===== src/rtl/tpa_pkg.sv =====
// shared constants and types of the timer pulse accumulator block
package tpa_pkg;
	// -----------------------------------------------------------------
	// register offsets (byte addresses on the plain register port)
	// -----------------------------------------------------------------
	localparam logic [7:0] OFS_CH7 = 8'h9e;
	localparam logic [7:0] OFS_SYSCTL = 8'h86;
	localparam logic [7:0] OFS_SELECT = 8'h80;
	localparam logic [7:0] OFS_OCEN = 8'h8a;
	localparam logic [7:0] OFS_ACTL = 8'ha0;
	localparam logic [7:0] OFS_AFLG = 8'ha1;
	localparam logic [7:0] OFS_ACNT = 8'ha2;
	localparam logic [7:0] OFS_TEST = 8'had;
	localparam logic [7:0] OFS_PORT = 8'hae;
	localparam logic [7:0] OFS_DDR = 8'haf;
	localparam logic [7:0] OFS_CNT = 8'h84;
	// -----------------------------------------------------------------
	// field positions
	// -----------------------------------------------------------------
	localparam int ACTL_EN = 6;
	localparam int ACTL_MOD = 5;
	localparam int ACTL_EDGE = 4;
	localparam int ACTL_COUNTER_CLOCK_SELECT_HI = 3;
	localparam int ACTL_COUNTER_CLOCK_SELECT_LO = 2;
	localparam int ACTL_OVIE = 1;
	localparam int ACTL_INIE = 0;
	localparam int AFLG_OVF = 1;
	localparam int AFLG_INF = 0;
	localparam int SYS_TEN = 7;
	localparam int SYS_WAI = 6;
	localparam int SYS_BCK = 5;
	localparam int SYS_FFCA = 4;
	localparam int TST_TIMER_CHAIN_BYPASS = 1;
	localparam int TST_ACCUMULATOR_CHAIN_BYPASS = 0;
	localparam int CH7 = 7;
	// -----------------------------------------------------------------
	// reset values and timing
	// -----------------------------------------------------------------
	localparam logic [15:0] RST_CH7 = 16'h0000;
	localparam logic [7:0] RST_BYTE = 8'h00;
	localparam logic [15:0] RST_WORD = 16'h0000;
	localparam logic [7:0] RST_PINS = 8'hff; // pins idle high on their pull-ups
	localparam int GATE_DIV = 64;
	localparam logic [5:0] GATE_LAST = 6'(GATE_DIV - 1);
	localparam logic [2:0] PRESCALE_LAST = 3'h3;
	// counter clock source choice
	typedef enum logic [1:0] {
		TPA_SRC_PRESCALER,
		TPA_SRC_ACLK,
		TPA_SRC_ACLK_256,
		TPA_SRC_ACLK_64K
	} tpa_src_t;
	// register port request
	typedef struct packed {
		logic [7:0] addr;
		logic [15:0] wdata;
		logic wr;
		logic rd;
	} tpa_req_t;
endpackage


===== src/rtl/tpa_half_counter.sv =====
// one 8-bit counter half with carry out, used for split test chains
`timescale 1ns/1ps
`default_nettype none
module tpa_half_counter (
	input wire logic mclk,
	input wire logic sys_rst,
	input wire logic load,
	input wire logic [7:0] load_val,
	input wire logic inc,
	output logic [7:0] value,
	output logic wrap
);
	// wrap flags all-ones reached while counting
	assign wrap = inc && (value == 8'hff);
	always_ff @(posedge mclk) begin
		if (sys_rst) begin
			value <= tpa_pkg::RST_BYTE;
		end else if (load) begin
			value <= load_val;
		end else if (inc) begin
			value <= value + 8'h01;
		end
	end
endmodule
`default_nettype wire


===== src/rtl/tpa_timer_accum.sv =====
// timer channel 7, pulse accumulator, clock select, test and port registers
`timescale 1ns/1ps
`default_nettype none
module tpa_timer_accum (
	input wire logic mclk,
	input wire logic sys_rst,
	input wire tpa_pkg::tpa_req_t req,
	output logic [15:0] rdata,
	input wire logic [7:0] port_in,
	output logic [7:0] port_out,
	output logic [7:0] port_oe,
	input wire logic special_mode_low,
	input wire logic background_mode,
	input wire logic wait_mode,
	output logic accumulator_overflow_irq,
	output logic accumulator_input_irq,
	output logic [15:0] counter_value
);
	// -----------------------------------------------------------------
	// pin synchroniser
	// -----------------------------------------------------------------
	logic [7:0] pin_s1_r;
	logic [7:0] pin_s2_r;
	logic pin7_d_r;
	// two stages before any logic sees a pin
	// reset to the idle pin level so no false edge follows reset
	always_ff @(posedge mclk) begin
		if (sys_rst) begin
			pin_s1_r <= tpa_pkg::RST_PINS;
			pin_s2_r <= tpa_pkg::RST_PINS;
			pin7_d_r <= tpa_pkg::RST_PINS[tpa_pkg::CH7];
		end else begin
			pin_s1_r <= port_in;
			pin_s2_r <= pin_s1_r;
			pin7_d_r <= pin_s2_r[tpa_pkg::CH7];
		end
	end
	// -----------------------------------------------------------------
	// registers
	// -----------------------------------------------------------------
	logic [15:0] ch7_r;
	logic [7:0] sysctl_r;
	logic [7:0] select_r;
	logic [7:0] ocen_r;
	logic [7:0] actl_r;
	logic [1:0] aflg_r;
	logic [1:0] aflg_nxt;
	logic [1:0] test_r;
	logic [7:0] port_latch_r;
	logic [7:0] ddr_r;
	logic [2:0] pre_r;
	logic [5:0] gdiv_r;
	logic [15:0] rdata_nxt;
	// address decode
	wire hit_ch7 = req.addr == tpa_pkg::OFS_CH7;
	wire hit_sys = req.addr == tpa_pkg::OFS_SYSCTL;
	wire hit_sel = req.addr == tpa_pkg::OFS_SELECT;
	wire hit_ocen = req.addr == tpa_pkg::OFS_OCEN;
	wire hit_actl = req.addr == tpa_pkg::OFS_ACTL;
	wire hit_aflg = req.addr == tpa_pkg::OFS_AFLG;
	wire hit_acnt = req.addr == tpa_pkg::OFS_ACNT;
	wire hit_test = req.addr == tpa_pkg::OFS_TEST;
	wire hit_port = req.addr == tpa_pkg::OFS_PORT;
	wire hit_ddr = req.addr == tpa_pkg::OFS_DDR;
	// control fields
	wire ch7_compare = select_r[tpa_pkg::CH7];
	wire acc_en = actl_r[tpa_pkg::ACTL_EN];
	wire acc_gated = actl_r[tpa_pkg::ACTL_MOD];
	wire acc_edge = actl_r[tpa_pkg::ACTL_EDGE];
	wire [1:0] clk_sel = {actl_r[tpa_pkg::ACTL_COUNTER_CLOCK_SELECT_HI], actl_r[tpa_pkg::ACTL_COUNTER_CLOCK_SELECT_LO]};
	wire fast_clear = sysctl_r[tpa_pkg::SYS_FFCA];
	wire timer_bypass = test_r[tpa_pkg::TST_TIMER_CHAIN_BYPASS];
	wire acc_bypass = test_r[tpa_pkg::TST_ACCUMULATOR_CHAIN_BYPASS];
	// timer runs unless disabled or stopped by mode
	wire timer_run = sysctl_r[tpa_pkg::SYS_TEN]
		&& !(background_mode && sysctl_r[tpa_pkg::SYS_BCK])
		&& !(wait_mode && sysctl_r[tpa_pkg::SYS_WAI]);
	// -----------------------------------------------------------------
	// prescaler and divide-by-64 gate clock
	// -----------------------------------------------------------------
	wire pre_tick = timer_run && (pre_r == tpa_pkg::PRESCALE_LAST);
	// gate tick only exists while the timer runs
	wire gate_tick = timer_run && (gdiv_r == tpa_pkg::GATE_LAST);
	always_ff @(posedge mclk) begin
		if (sys_rst) begin
			pre_r <= 3'h0;
			gdiv_r <= 6'h00;
		end else if (timer_run) begin
			pre_r <= pre_tick ? 3'h0 : pre_r + 3'h1;
			gdiv_r <= gdiv_r + 6'h01;
		end
	end
	// -----------------------------------------------------------------
	// accumulator event detection
	// -----------------------------------------------------------------
	wire pin7 = pin_s2_r[tpa_pkg::CH7];
	wire rise7 = pin7 && !pin7_d_r;
	wire fall7 = !pin7 && pin7_d_r;
	// edge bit picks rising or falling
	wire sel_edge = acc_edge ? rise7 : fall7;
	// gate open on high at edge 0, low at edge 1
	wire gate_open = acc_edge ? !pin7 : pin7;
	// trailing edge of gate: falling at edge 0, rising at edge 1
	wire trail_edge = acc_edge ? rise7 : fall7;
	// mode bit selects counting source
	wire acc_event = acc_gated ? (gate_open && gate_tick) : sel_edge;
	// accumulator halts when disabled
	wire acc_inc = acc_en && (acc_bypass ? 1'b1 : acc_event);
	wire flag_edge = acc_en && (acc_gated ? trail_edge : sel_edge);
	// -----------------------------------------------------------------
	// accumulator count, two halves
	// -----------------------------------------------------------------
	logic [7:0] acc_lo;
	logic [7:0] acc_hi;
	logic acc_lo_wrap;
	logic acc_hi_wrap;
	wire acc_wr = req.wr && hit_acnt;
	// split halves both count directly in bypass
	wire acc_hi_inc = acc_bypass ? acc_inc : acc_lo_wrap;
	// count by one per event, wrapping
	tpa_half_counter u_acc_lo (
		.mclk(mclk),
		.sys_rst(sys_rst),
		.load(acc_wr),
		.load_val(req.wdata[7:0]),
		.inc(acc_inc),
		.value(acc_lo),
		.wrap(acc_lo_wrap)
	);
	tpa_half_counter u_acc_hi (
		.mclk(mclk),
		.sys_rst(sys_rst),
		.load(acc_wr),
		.load_val(req.wdata[15:8]),
		.inc(acc_hi_inc),
		.value(acc_hi),
		.wrap(acc_hi_wrap)
	);
	// full 16-bit wrap from all ones to zero
	wire acc_ovf = !acc_bypass && acc_hi_wrap;
	// -----------------------------------------------------------------
	// main counter clock select and counter halves
	// -----------------------------------------------------------------
	// the accumulator doubles as the divider chain for the counter clock
	wire aclk_pulse = acc_inc;
	// low half carry is one per 256 pulses, full wrap one per 65536
	wire aclk_256 = !acc_bypass && acc_lo_wrap;
	wire aclk_64k = acc_ovf;
	// disabled accumulator forces prescaler; decoded live so a write applies at once
	wire [1:0] eff_sel = acc_en ? clk_sel : 2'b00;
	logic cnt_src;
	// source table
	always_comb begin
		case (tpa_pkg::tpa_src_t'(eff_sel))
			tpa_pkg::TPA_SRC_PRESCALER: cnt_src = pre_tick;
			tpa_pkg::TPA_SRC_ACLK: cnt_src = aclk_pulse;
			tpa_pkg::TPA_SRC_ACLK_256: cnt_src = aclk_256;
			default: cnt_src = aclk_64k;
		endcase
	end
	logic [7:0] cnt_lo;
	logic [7:0] cnt_hi;
	logic cnt_lo_wrap;
	// bypass clocks both halves straight from module clock
	wire cnt_lo_inc = timer_run && (timer_bypass ? 1'b1 : cnt_src);
	wire cnt_hi_inc = timer_bypass ? timer_run : cnt_lo_wrap;
	tpa_half_counter u_cnt_lo (
		.mclk(mclk),
		.sys_rst(sys_rst),
		.load(1'b0),
		.load_val(8'h00),
		.inc(cnt_lo_inc),
		.value(cnt_lo),
		.wrap(cnt_lo_wrap)
	);
	tpa_half_counter u_cnt_hi (
		.mclk(mclk),
		.sys_rst(sys_rst),
		.load(1'b0),
		.load_val(8'h00),
		.inc(cnt_hi_inc),
		.value(cnt_hi),
		.wrap()
	);
	wire [15:0] cnt_now = {cnt_hi, cnt_lo};
	// -----------------------------------------------------------------
	// channel 7 capture or compare
	// -----------------------------------------------------------------
	// capture on either synchronised edge of the channel pin
	wire ch7_capture = !ch7_compare && timer_run && (rise7 || fall7);
	wire ch7_match = ch7_compare && (cnt_now == ch7_r);
	logic oc7_level_r;
	logic ch7_match_d_r;
	// act once as the counter reaches the value, not on every held cycle
	wire ch7_hit = ch7_match && !ch7_match_d_r;
	always_ff @(posedge mclk) begin
		if (sys_rst) begin
			ch7_r <= tpa_pkg::RST_CH7;
			oc7_level_r <= 1'b0;
			ch7_match_d_r <= 1'b0;
		end else begin
			ch7_match_d_r <= ch7_match;
			if (ch7_capture) begin
				ch7_r <= cnt_now;
			end else if (req.wr && hit_ch7 && ch7_compare) begin
				ch7_r <= req.wdata;
			end
			if (ch7_hit && timer_run) begin
				oc7_level_r <= !oc7_level_r; // compare action toggles line
			end
		end
	end
	// -----------------------------------------------------------------
	// flags
	// -----------------------------------------------------------------
	// access side effect only with fast clear set
	wire fast_hit = fast_clear && hit_acnt && (req.wr || req.rd);
	wire [1:0] w1c = (req.wr && hit_aflg) ? req.wdata[1:0] : 2'b00;
	// set wins over clear in the same cycle
	always_comb begin
		aflg_nxt = fast_hit ? 2'b00 : (aflg_r & ~w1c);
		if (acc_ovf) begin
			aflg_nxt[tpa_pkg::AFLG_OVF] = 1'b1;
		end
		if (flag_edge) begin
			aflg_nxt[tpa_pkg::AFLG_INF] = 1'b1;
		end
	end
	// -----------------------------------------------------------------
	// control register writes
	// -----------------------------------------------------------------
	always_ff @(posedge mclk) begin
		if (sys_rst) begin
			sysctl_r <= tpa_pkg::RST_BYTE;
			select_r <= tpa_pkg::RST_BYTE;
			ocen_r <= tpa_pkg::RST_BYTE;
			actl_r <= tpa_pkg::RST_BYTE;
			aflg_r <= 2'b00;
			test_r <= 2'b00;
			port_latch_r <= tpa_pkg::RST_BYTE;
			ddr_r <= tpa_pkg::RST_BYTE;
		end else begin
			aflg_r <= aflg_nxt;
			if (req.wr && hit_sys) sysctl_r <= req.wdata[7:0];
			if (req.wr && hit_sel) select_r <= req.wdata[7:0];
			if (req.wr && hit_ocen) ocen_r <= req.wdata[7:0];
			if (req.wr && hit_actl) actl_r <= req.wdata[7:0];
			if (req.wr && hit_test && !special_mode_low) test_r <= req.wdata[1:0];
			if (req.wr && hit_port) port_latch_r <= req.wdata[7:0];
			if (req.wr && hit_ddr) ddr_r <= req.wdata[7:0];
		end
	end
	// -----------------------------------------------------------------
	// port pins
	// -----------------------------------------------------------------
	// enabled compare forces output, latch kept; capture does not
	wire [7:0] oc_force = ocen_r & select_r;
	wire [7:0] drv_level = {oc_force[tpa_pkg::CH7] ? oc7_level_r : port_latch_r[7],
		port_latch_r[6:0]};
	wire [7:0] pin_oe = ddr_r | oc_force;
	// inputs read pin, outputs read driver input
	wire [7:0] port_read = (pin_oe & drv_level) | (~pin_oe & pin_s2_r);
	// -----------------------------------------------------------------
	// read mux
	// -----------------------------------------------------------------
	// unmapped addresses read zero
	always_comb begin
		rdata_nxt = 16'h0000;
		if (hit_ch7) begin
			rdata_nxt = ch7_r;
		end else if (hit_sys) begin
			rdata_nxt = {8'h00, sysctl_r};
		end else if (hit_sel) begin
			rdata_nxt = {8'h00, select_r};
		end else if (hit_ocen) begin
			rdata_nxt = {8'h00, ocen_r};
		end else if (hit_actl) begin
			rdata_nxt = {8'h00, actl_r};
		end else if (hit_aflg) begin
			rdata_nxt = {14'h0000, aflg_r};
		end else if (hit_acnt) begin
			rdata_nxt = {acc_hi, acc_lo}; // whole word in one cycle
		end else if (hit_test) begin
			rdata_nxt = {14'h0000, test_r};
		end else if (hit_port) begin
			rdata_nxt = {8'h00, port_read};
		end else if (hit_ddr) begin
			rdata_nxt = {8'h00, ddr_r};
		end else if (req.addr == tpa_pkg::OFS_CNT) begin
			rdata_nxt = cnt_now;
		end
	end
	// -----------------------------------------------------------------
	// registered outputs
	// -----------------------------------------------------------------
	always_ff @(posedge mclk) begin
		if (sys_rst) begin
			rdata <= tpa_pkg::RST_WORD;
			port_out <= tpa_pkg::RST_BYTE;
			port_oe <= tpa_pkg::RST_BYTE;
			accumulator_overflow_irq <= 1'b0;
			accumulator_input_irq <= 1'b0;
			counter_value <= tpa_pkg::RST_WORD;
		end else begin
			rdata <= req.rd ? rdata_nxt : 16'h0000;
			port_out <= drv_level;
			port_oe <= pin_oe;
			accumulator_overflow_irq <= aflg_nxt[tpa_pkg::AFLG_OVF]
				&& actl_r[tpa_pkg::ACTL_OVIE];
			accumulator_input_irq <= aflg_nxt[tpa_pkg::AFLG_INF]
				&& actl_r[tpa_pkg::ACTL_INIE];
			counter_value <= cnt_now;
		end
	end
endmodule
`default_nettype wire


===== config.mk =====
export PLATFORM = sky130hd
export DESIGN_NAME = tpa_timer_accum
export DESIGN_NICKNAME = d
export VERILOG_FILES = /design/src/rtl/tpa_pkg.sv /design/src/rtl/tpa_half_counter.sv /design/src/rtl/tpa_timer_accum.sv
export SDC_FILE = /design/constraint.sdc
export NUM_CORES = 1
export LEC_CHECK = 0
export ABC_AREA = 1
export BUFFER_PORTS_ARGS = -buffer_cell sky130_fd_sc_hd__buf_4
export CAP_MARGIN = 20
export CORE_MARGIN = 4
export CORE_UTILIZATION = 50
export DETAILED_ROUTE_END_ITERATION = 12
export PLACE_DENSITY_LB_ADDON = 0.2
export SLEW_MARGIN = 20
export SYNTH_ARGS = -nofsm -noshare
export SYNTH_HDL_FRONTEND = slang
export SYNTH_HIERARCHICAL = 1
export SYNTH_SLANG_ARGS = --single-unit

===== constraint.sdc =====
create_clock -name mclk -period 12.1 [get_ports mclk]
set_input_delay 3.63 -clock mclk [delete_from_list [all_inputs] [get_ports mclk]]
set_output_delay 3.63 -clock mclk [all_outputs]
set_load 0.02 [all_outputs]

-- Word level (Yosys, flattened, before mapping)
Cells that the tools add are included.
- register bits: 178
- add/subtract/negate cells: 6
- bitwise operators: 9
- reductions and logical operators: 54
- muxes and demuxes: 32
- eq/ne operators: 19
- operators by type and width (operator ; count):
    two-way mux 16 bit ; 13
    equality test 8 bit (second input constant) ; 14
    logical AND 1 bit ; 38
    adder 8 x 1 -> 8 bit (second input constant) ; 4
    two-way mux 8 bit ; 4
    bitwise AND 8 bit ; 3
    equality test 16 bit ; 1
    bitwise OR 8 bit ; 2
    two-way mux 1 bit ; 10
    zero test 1 bit ; 9
    inverter 8 bit ; 1
    adder 6 x 1 -> 6 bit (second input constant) ; 1
    equality test 6 bit (second input constant) ; 1
    two-way mux 2 bit ; 3
    nonzero test 2 bit ; 3
    adder 3 x 1 -> 3 bit (second input constant) ; 1
    equality test 3 x 2 -> 1 bit (second input constant) ; 1
    two-way mux 3 bit ; 1
    one-hot mux 1 bit (3 select lines) ; 1
    bitwise AND 2 bit ; 1
    equality test 2 x 1 -> 1 bit (second input constant) ; 1
    equality test 2 bit (second input constant) ; 1
    zero test 2 bit ; 1
    logical OR 1 bit ; 2
    3 further kinds ; 3

-- Longest topological paths before layout
- depth after elaboration: 18
- depth in mapped cells: 27

-- Cells and area by module
Netlist, hierarchy kept.
- by module, submodules not included (module ; seq. area each (µm²) ; cells each ; times used ; area each (µm²)):
    tpa_timer_accum ; 2922.8 ; 837 ; 1 ; 6311.1
    tpa_half_counter ; 160.2 ; 71 ; 4 ; 486.7

-- Least setup slack after synthesis
No wires, ideal clock.
- path type: input-to-reg
- from: input background_mode
- to: register u_cnt_hi.value[5]
- cell stages on the path: 25
- arrival time: 6.669 ns
- setup slack: 5.362 ns
- setup time: 0.070 ns
- path through: nand2_1 > nand3_2 > inv_1 > nand3_1 > nor3_1 > nand3_1 > a31oi_1 > nand2_1 > nor2_1 > nand2_1 > o21ai_0 > nand2_1 > nor2_1 > inv_1 > nor2_1 > a21oi_1 > a21oi_1 > nand2_1 > nor2_1 > nand2_1 > o21ai_0 > nand2_1 > inv_2 > nand3_1 > a21oi_1
- cells in the longest elaborated chain, start to end: 18
- ends and longest elaborated chain (element ; line ; text):
    from (decl) ; tpa_timer_accum.sv:13 ; input wire logic background_mode,
    logical AND 1 bit ; tpa_timer_accum.sv:76 ; && !(background_mode && sysctl_r[tpa_pkg::SYS_BCK])
    zero test 1 bit ; tpa_timer_accum.sv:76 ;
    logical AND 1 bit ; tpa_timer_accum.sv:76 ;
    logical AND 1 bit ; tpa_timer_accum.sv:77 ; && !(wait_mode && sysctl_r[tpa_pkg::SYS_WAI]);
    logical AND 1 bit ; tpa_timer_accum.sv:83 ; wire gate_tick = timer_run && (gdiv_r == tpa_pkg::GATE_LAST);
    logical AND 1 bit ; tpa_timer_accum.sv:106 ; wire acc_event = acc_gated ? (gate_open && gate_tick) : sel_edge;
    two-way mux 1 bit ; tpa_timer_accum.sv:106 ;
    two-way mux 1 bit ; tpa_timer_accum.sv:108 ; wire acc_inc = acc_en && (acc_bypass ? 1'b1 : acc_event);
    (+1 left out) ; - ;
    net acc_inc ; tpa_timer_accum.sv:108 ;
    (+1 left out) ; - ;
    net acc_lo_wrap ; tpa_timer_accum.sv:115 ; logic acc_lo_wrap;
    (+1 left out) ; - ;
    net acc_hi_inc ; tpa_timer_accum.sv:119 ; wire acc_hi_inc = acc_bypass ? acc_inc : acc_lo_wrap;
    (+1 left out) ; - ;
    net acc_hi_wrap ; tpa_timer_accum.sv:116 ; logic acc_hi_wrap;
    (+1 left out) ; - ;
    one-hot mux 1 bit (3 select lines) ; tpa_timer_accum.sv:154 ; case (tpa_pkg::tpa_src_t'(eff_sel))
    two-way mux 1 bit ; tpa_timer_accum.sv:165 ; wire cnt_lo_inc = timer_run && (timer_bypass ? 1'b1 : cnt_src);
    logical AND 1 bit ; tpa_timer_accum.sv:165 ;
    net cnt_lo_inc ; tpa_timer_accum.sv:165 ;
    logical AND 1 bit ; tpa_half_counter.sv:14 ; assign wrap = inc && (value == 8'hff);
    net cnt_lo_wrap ; tpa_timer_accum.sv:163 ; logic cnt_lo_wrap;
    two-way mux 1 bit ; tpa_timer_accum.sv:166 ; wire cnt_hi_inc = timer_bypass ? timer_run : cnt_lo_wrap;
    net cnt_hi_inc ; tpa_timer_accum.sv:166 ;
    to (signal assigned) ; tpa_half_counter.sv:17 ; value <= tpa_pkg::RST_BYTE;
    to (signal assigned) ; tpa_half_counter.sv:19 ; value <= load_val;
    to (signal assigned) ; tpa_half_counter.sv:21 ; value <= value + 8'h01;
    to (decl) ; tpa_half_counter.sv:10 ; output logic [7:0] value,
The timed path passes the listed nets, and every way through them passes these cells.
A chain may end at the register's enable or synchronous reset.

-- Worst setup path after layout
- from: input background_mode
- to: register u_cnt_hi.value[0]
The elaborated chain is that of the path after synthesis.

==> flow_summary.yaml <==
run_status:
  status: "finished, final reports clean"
synth:
  synth_area_um2: 8250
  ys_warn_count: 6
  avgSynthCellArea_um2: 7.373
  postSynthCellCount: 1119
clock_network:
  cts-htree-levels: 4
  cts_hold_buf: 0
  cts.sink_count: 178
  cts_max_path_buffers: 2
  cts_buffers: 17
  clk_pin_slew_worst_paths_ns: 0.07
  cts_setup_buffers: 0
  clk_latency_ns: 0.43
  cts_tree: "built"
  post_cts_resize_count: 0
  root_buffer: "clkbuf_16"
flow_run:
  drv_cap: 0
placement:
  dpl-instance-area_um2: 9036
  dp_hpwl_um: 16560
  pre_cts_ws_ns: 4.248
  place.gp.congestion: 0.9546
  portBuffers: 88
timing:
  setup_tns_ns: 0
  fin_ws_ns: 4.449
  period_needed_ns: 7.651
  rsz0062_at_grt: "no"
  hold_viol: 0
  drv_slew: 0
  clock_skew_ns: 0.008702
  setup_viol: 0
  layout_worst_path_cycle_share: 0.6323
  holdWs_ns: 0.4047
  slew_headroom: 0.4830
  worst_pin_slew_ns: 0.7755
  fmaxAchievable_mhz: 130.7
routing:
  drtIter0Drc: 708
  vias_per_cell: 5.354
  finalWirelength_um: 22910
  avgRoutedWirePerCell_um: 15.92
  drc: 0
  detail-route-antenna-nets: 0
  vias: 7705
  drtPass1Iterations: 5
layout:
  layout_common_cells: "224 x nand2_1, 178 x dfxtp_1, 131 x inv_1"
  syn2layout_area_growth_pct: 16.76
  nFillCells: 1583
  final_common_cell: "nand2_1"
  regArea_um2: 3563
  fin_nets: 1257
  final_area_um2: 9633
  multi_input_area_um2: 3968
  layout-drive-gt1-share: 0.1603
  diodes: 0
global_routing:
  antenna_found_initial: 0
  grt_use_total: 0.2489
  grt_max_degree: 64
  grt_overflow_total: 0
  grt_pass1_wl_um: 36270
  grt_pass1_vias: 7043
worst_hold_path:
  min_path_type: "register to register"
setup_path:
  cpPeakStageDelay_ns: 0.54
  critPathTopFamily: "simple AND/OR/NAND/NOR gates"
  cp-start-kind: "input pin"
  critical_path_class: "input pin to register"
  critPathMostFrequentCell: "nand2_1"
  cp_slowest_cell: "a21oi_1"
  arrival_ns: 8.02
  critical_path_required_ns: 12.47
  critical_path_peak_fanout: 12
  crit_buf_inv: 4
  end_kind: "register"
power_and_ir_drop:
  ir_drop_uv: 122.5
  powerDensity_nw_per_um2: 128.6
  pwr-share-clk: 0.455
  p_leak_uw: 0.004017
  pwr-share-seq: 0.486
  internal_power_uw: 931.7
  switching_share: 0.2477
  power_uw: 1239
  switchingPower_uw: 306.8
  p_comb_frac: 0.059
floorplan:
  io_pins: 89
  die_h_um: 136.5
  start_util: 0.5156
  die_w_um: 136.5
  dieArea_um2: 18620
  core.rowCount: 46
  core_um2: 16000
power groups by stage:
stage	Clock, uW	Combinational [uW]	Sequential [uW]
after floorplan	0	38.5	615
after global placement	0	70.3	615
after detailed placement	0	71.0	615
after CTS	571	71.4	602
after global routing	595	79.7	603
final	564	72.6	602
final timing paths:
kind / from / endpoint / slack [ns] / cells after the start
min reg2reg: pin_s1_r[7] / pin_s2_r[7] / 0.40 / 1
min: pin_s1_r[7] / pin_s2_r[7] / 0.40 / 1
max: background_mode / u_cnt_hi/value[0] / 4.45 / 26
max reg2reg: sysctl_r[5] / u_cnt_hi/value[0] / 7.45 / 25
sequential cells by signal (all words and copies together), names as in the netlist, 6 cells and up:
signal / count
counter_value: 16
port_oe: 8
u_acc_hi/value: 8
ch7_r: 16
select_r: 8
port_out: 8
u_acc_lo/value: 8
rdata: 16
pin_s2_r: 8
sysctl_r: 8
u_cnt_lo/value: 8
ddr_r: 8
pin_s1_r: 8
actl_r: 8
gdiv_r: 6
u_cnt_hi/value: 8
port_latch_r: 8
ocen_r: 8
cell type report:
type | instances | share of cell area
Clock buffer | 18 | 0.04455
Inverter | 145 | 0.05728
Clock inverter | 14 | 0.01740
Timing Repair Buffer | 91 | 0.07092
Tap cell | 216 | 0.02806
Sequential cell | 178 | 0.3699
Multi-Input combinational cell | 777 | 0.4119
metrics by stage:
stage,util,cells
after global routing,0.6020,1439
after CTS,0.6020,1439
after floorplan,-,1136
after global placement,0.5647,1407
final,0.6020,1439
after detailed placement,0.5647,1407
routing by layer:
metal  up-vias  wire length, um  GRT usage
li1       3837                -          -
met1      3589            10380     0.3514
met2       256            10600     0.3960
met3        23             1634    0.04811
met4         0              293    0.05543
met5         -                0          0
Note: power is estimated with default switching activity, not from simulation.
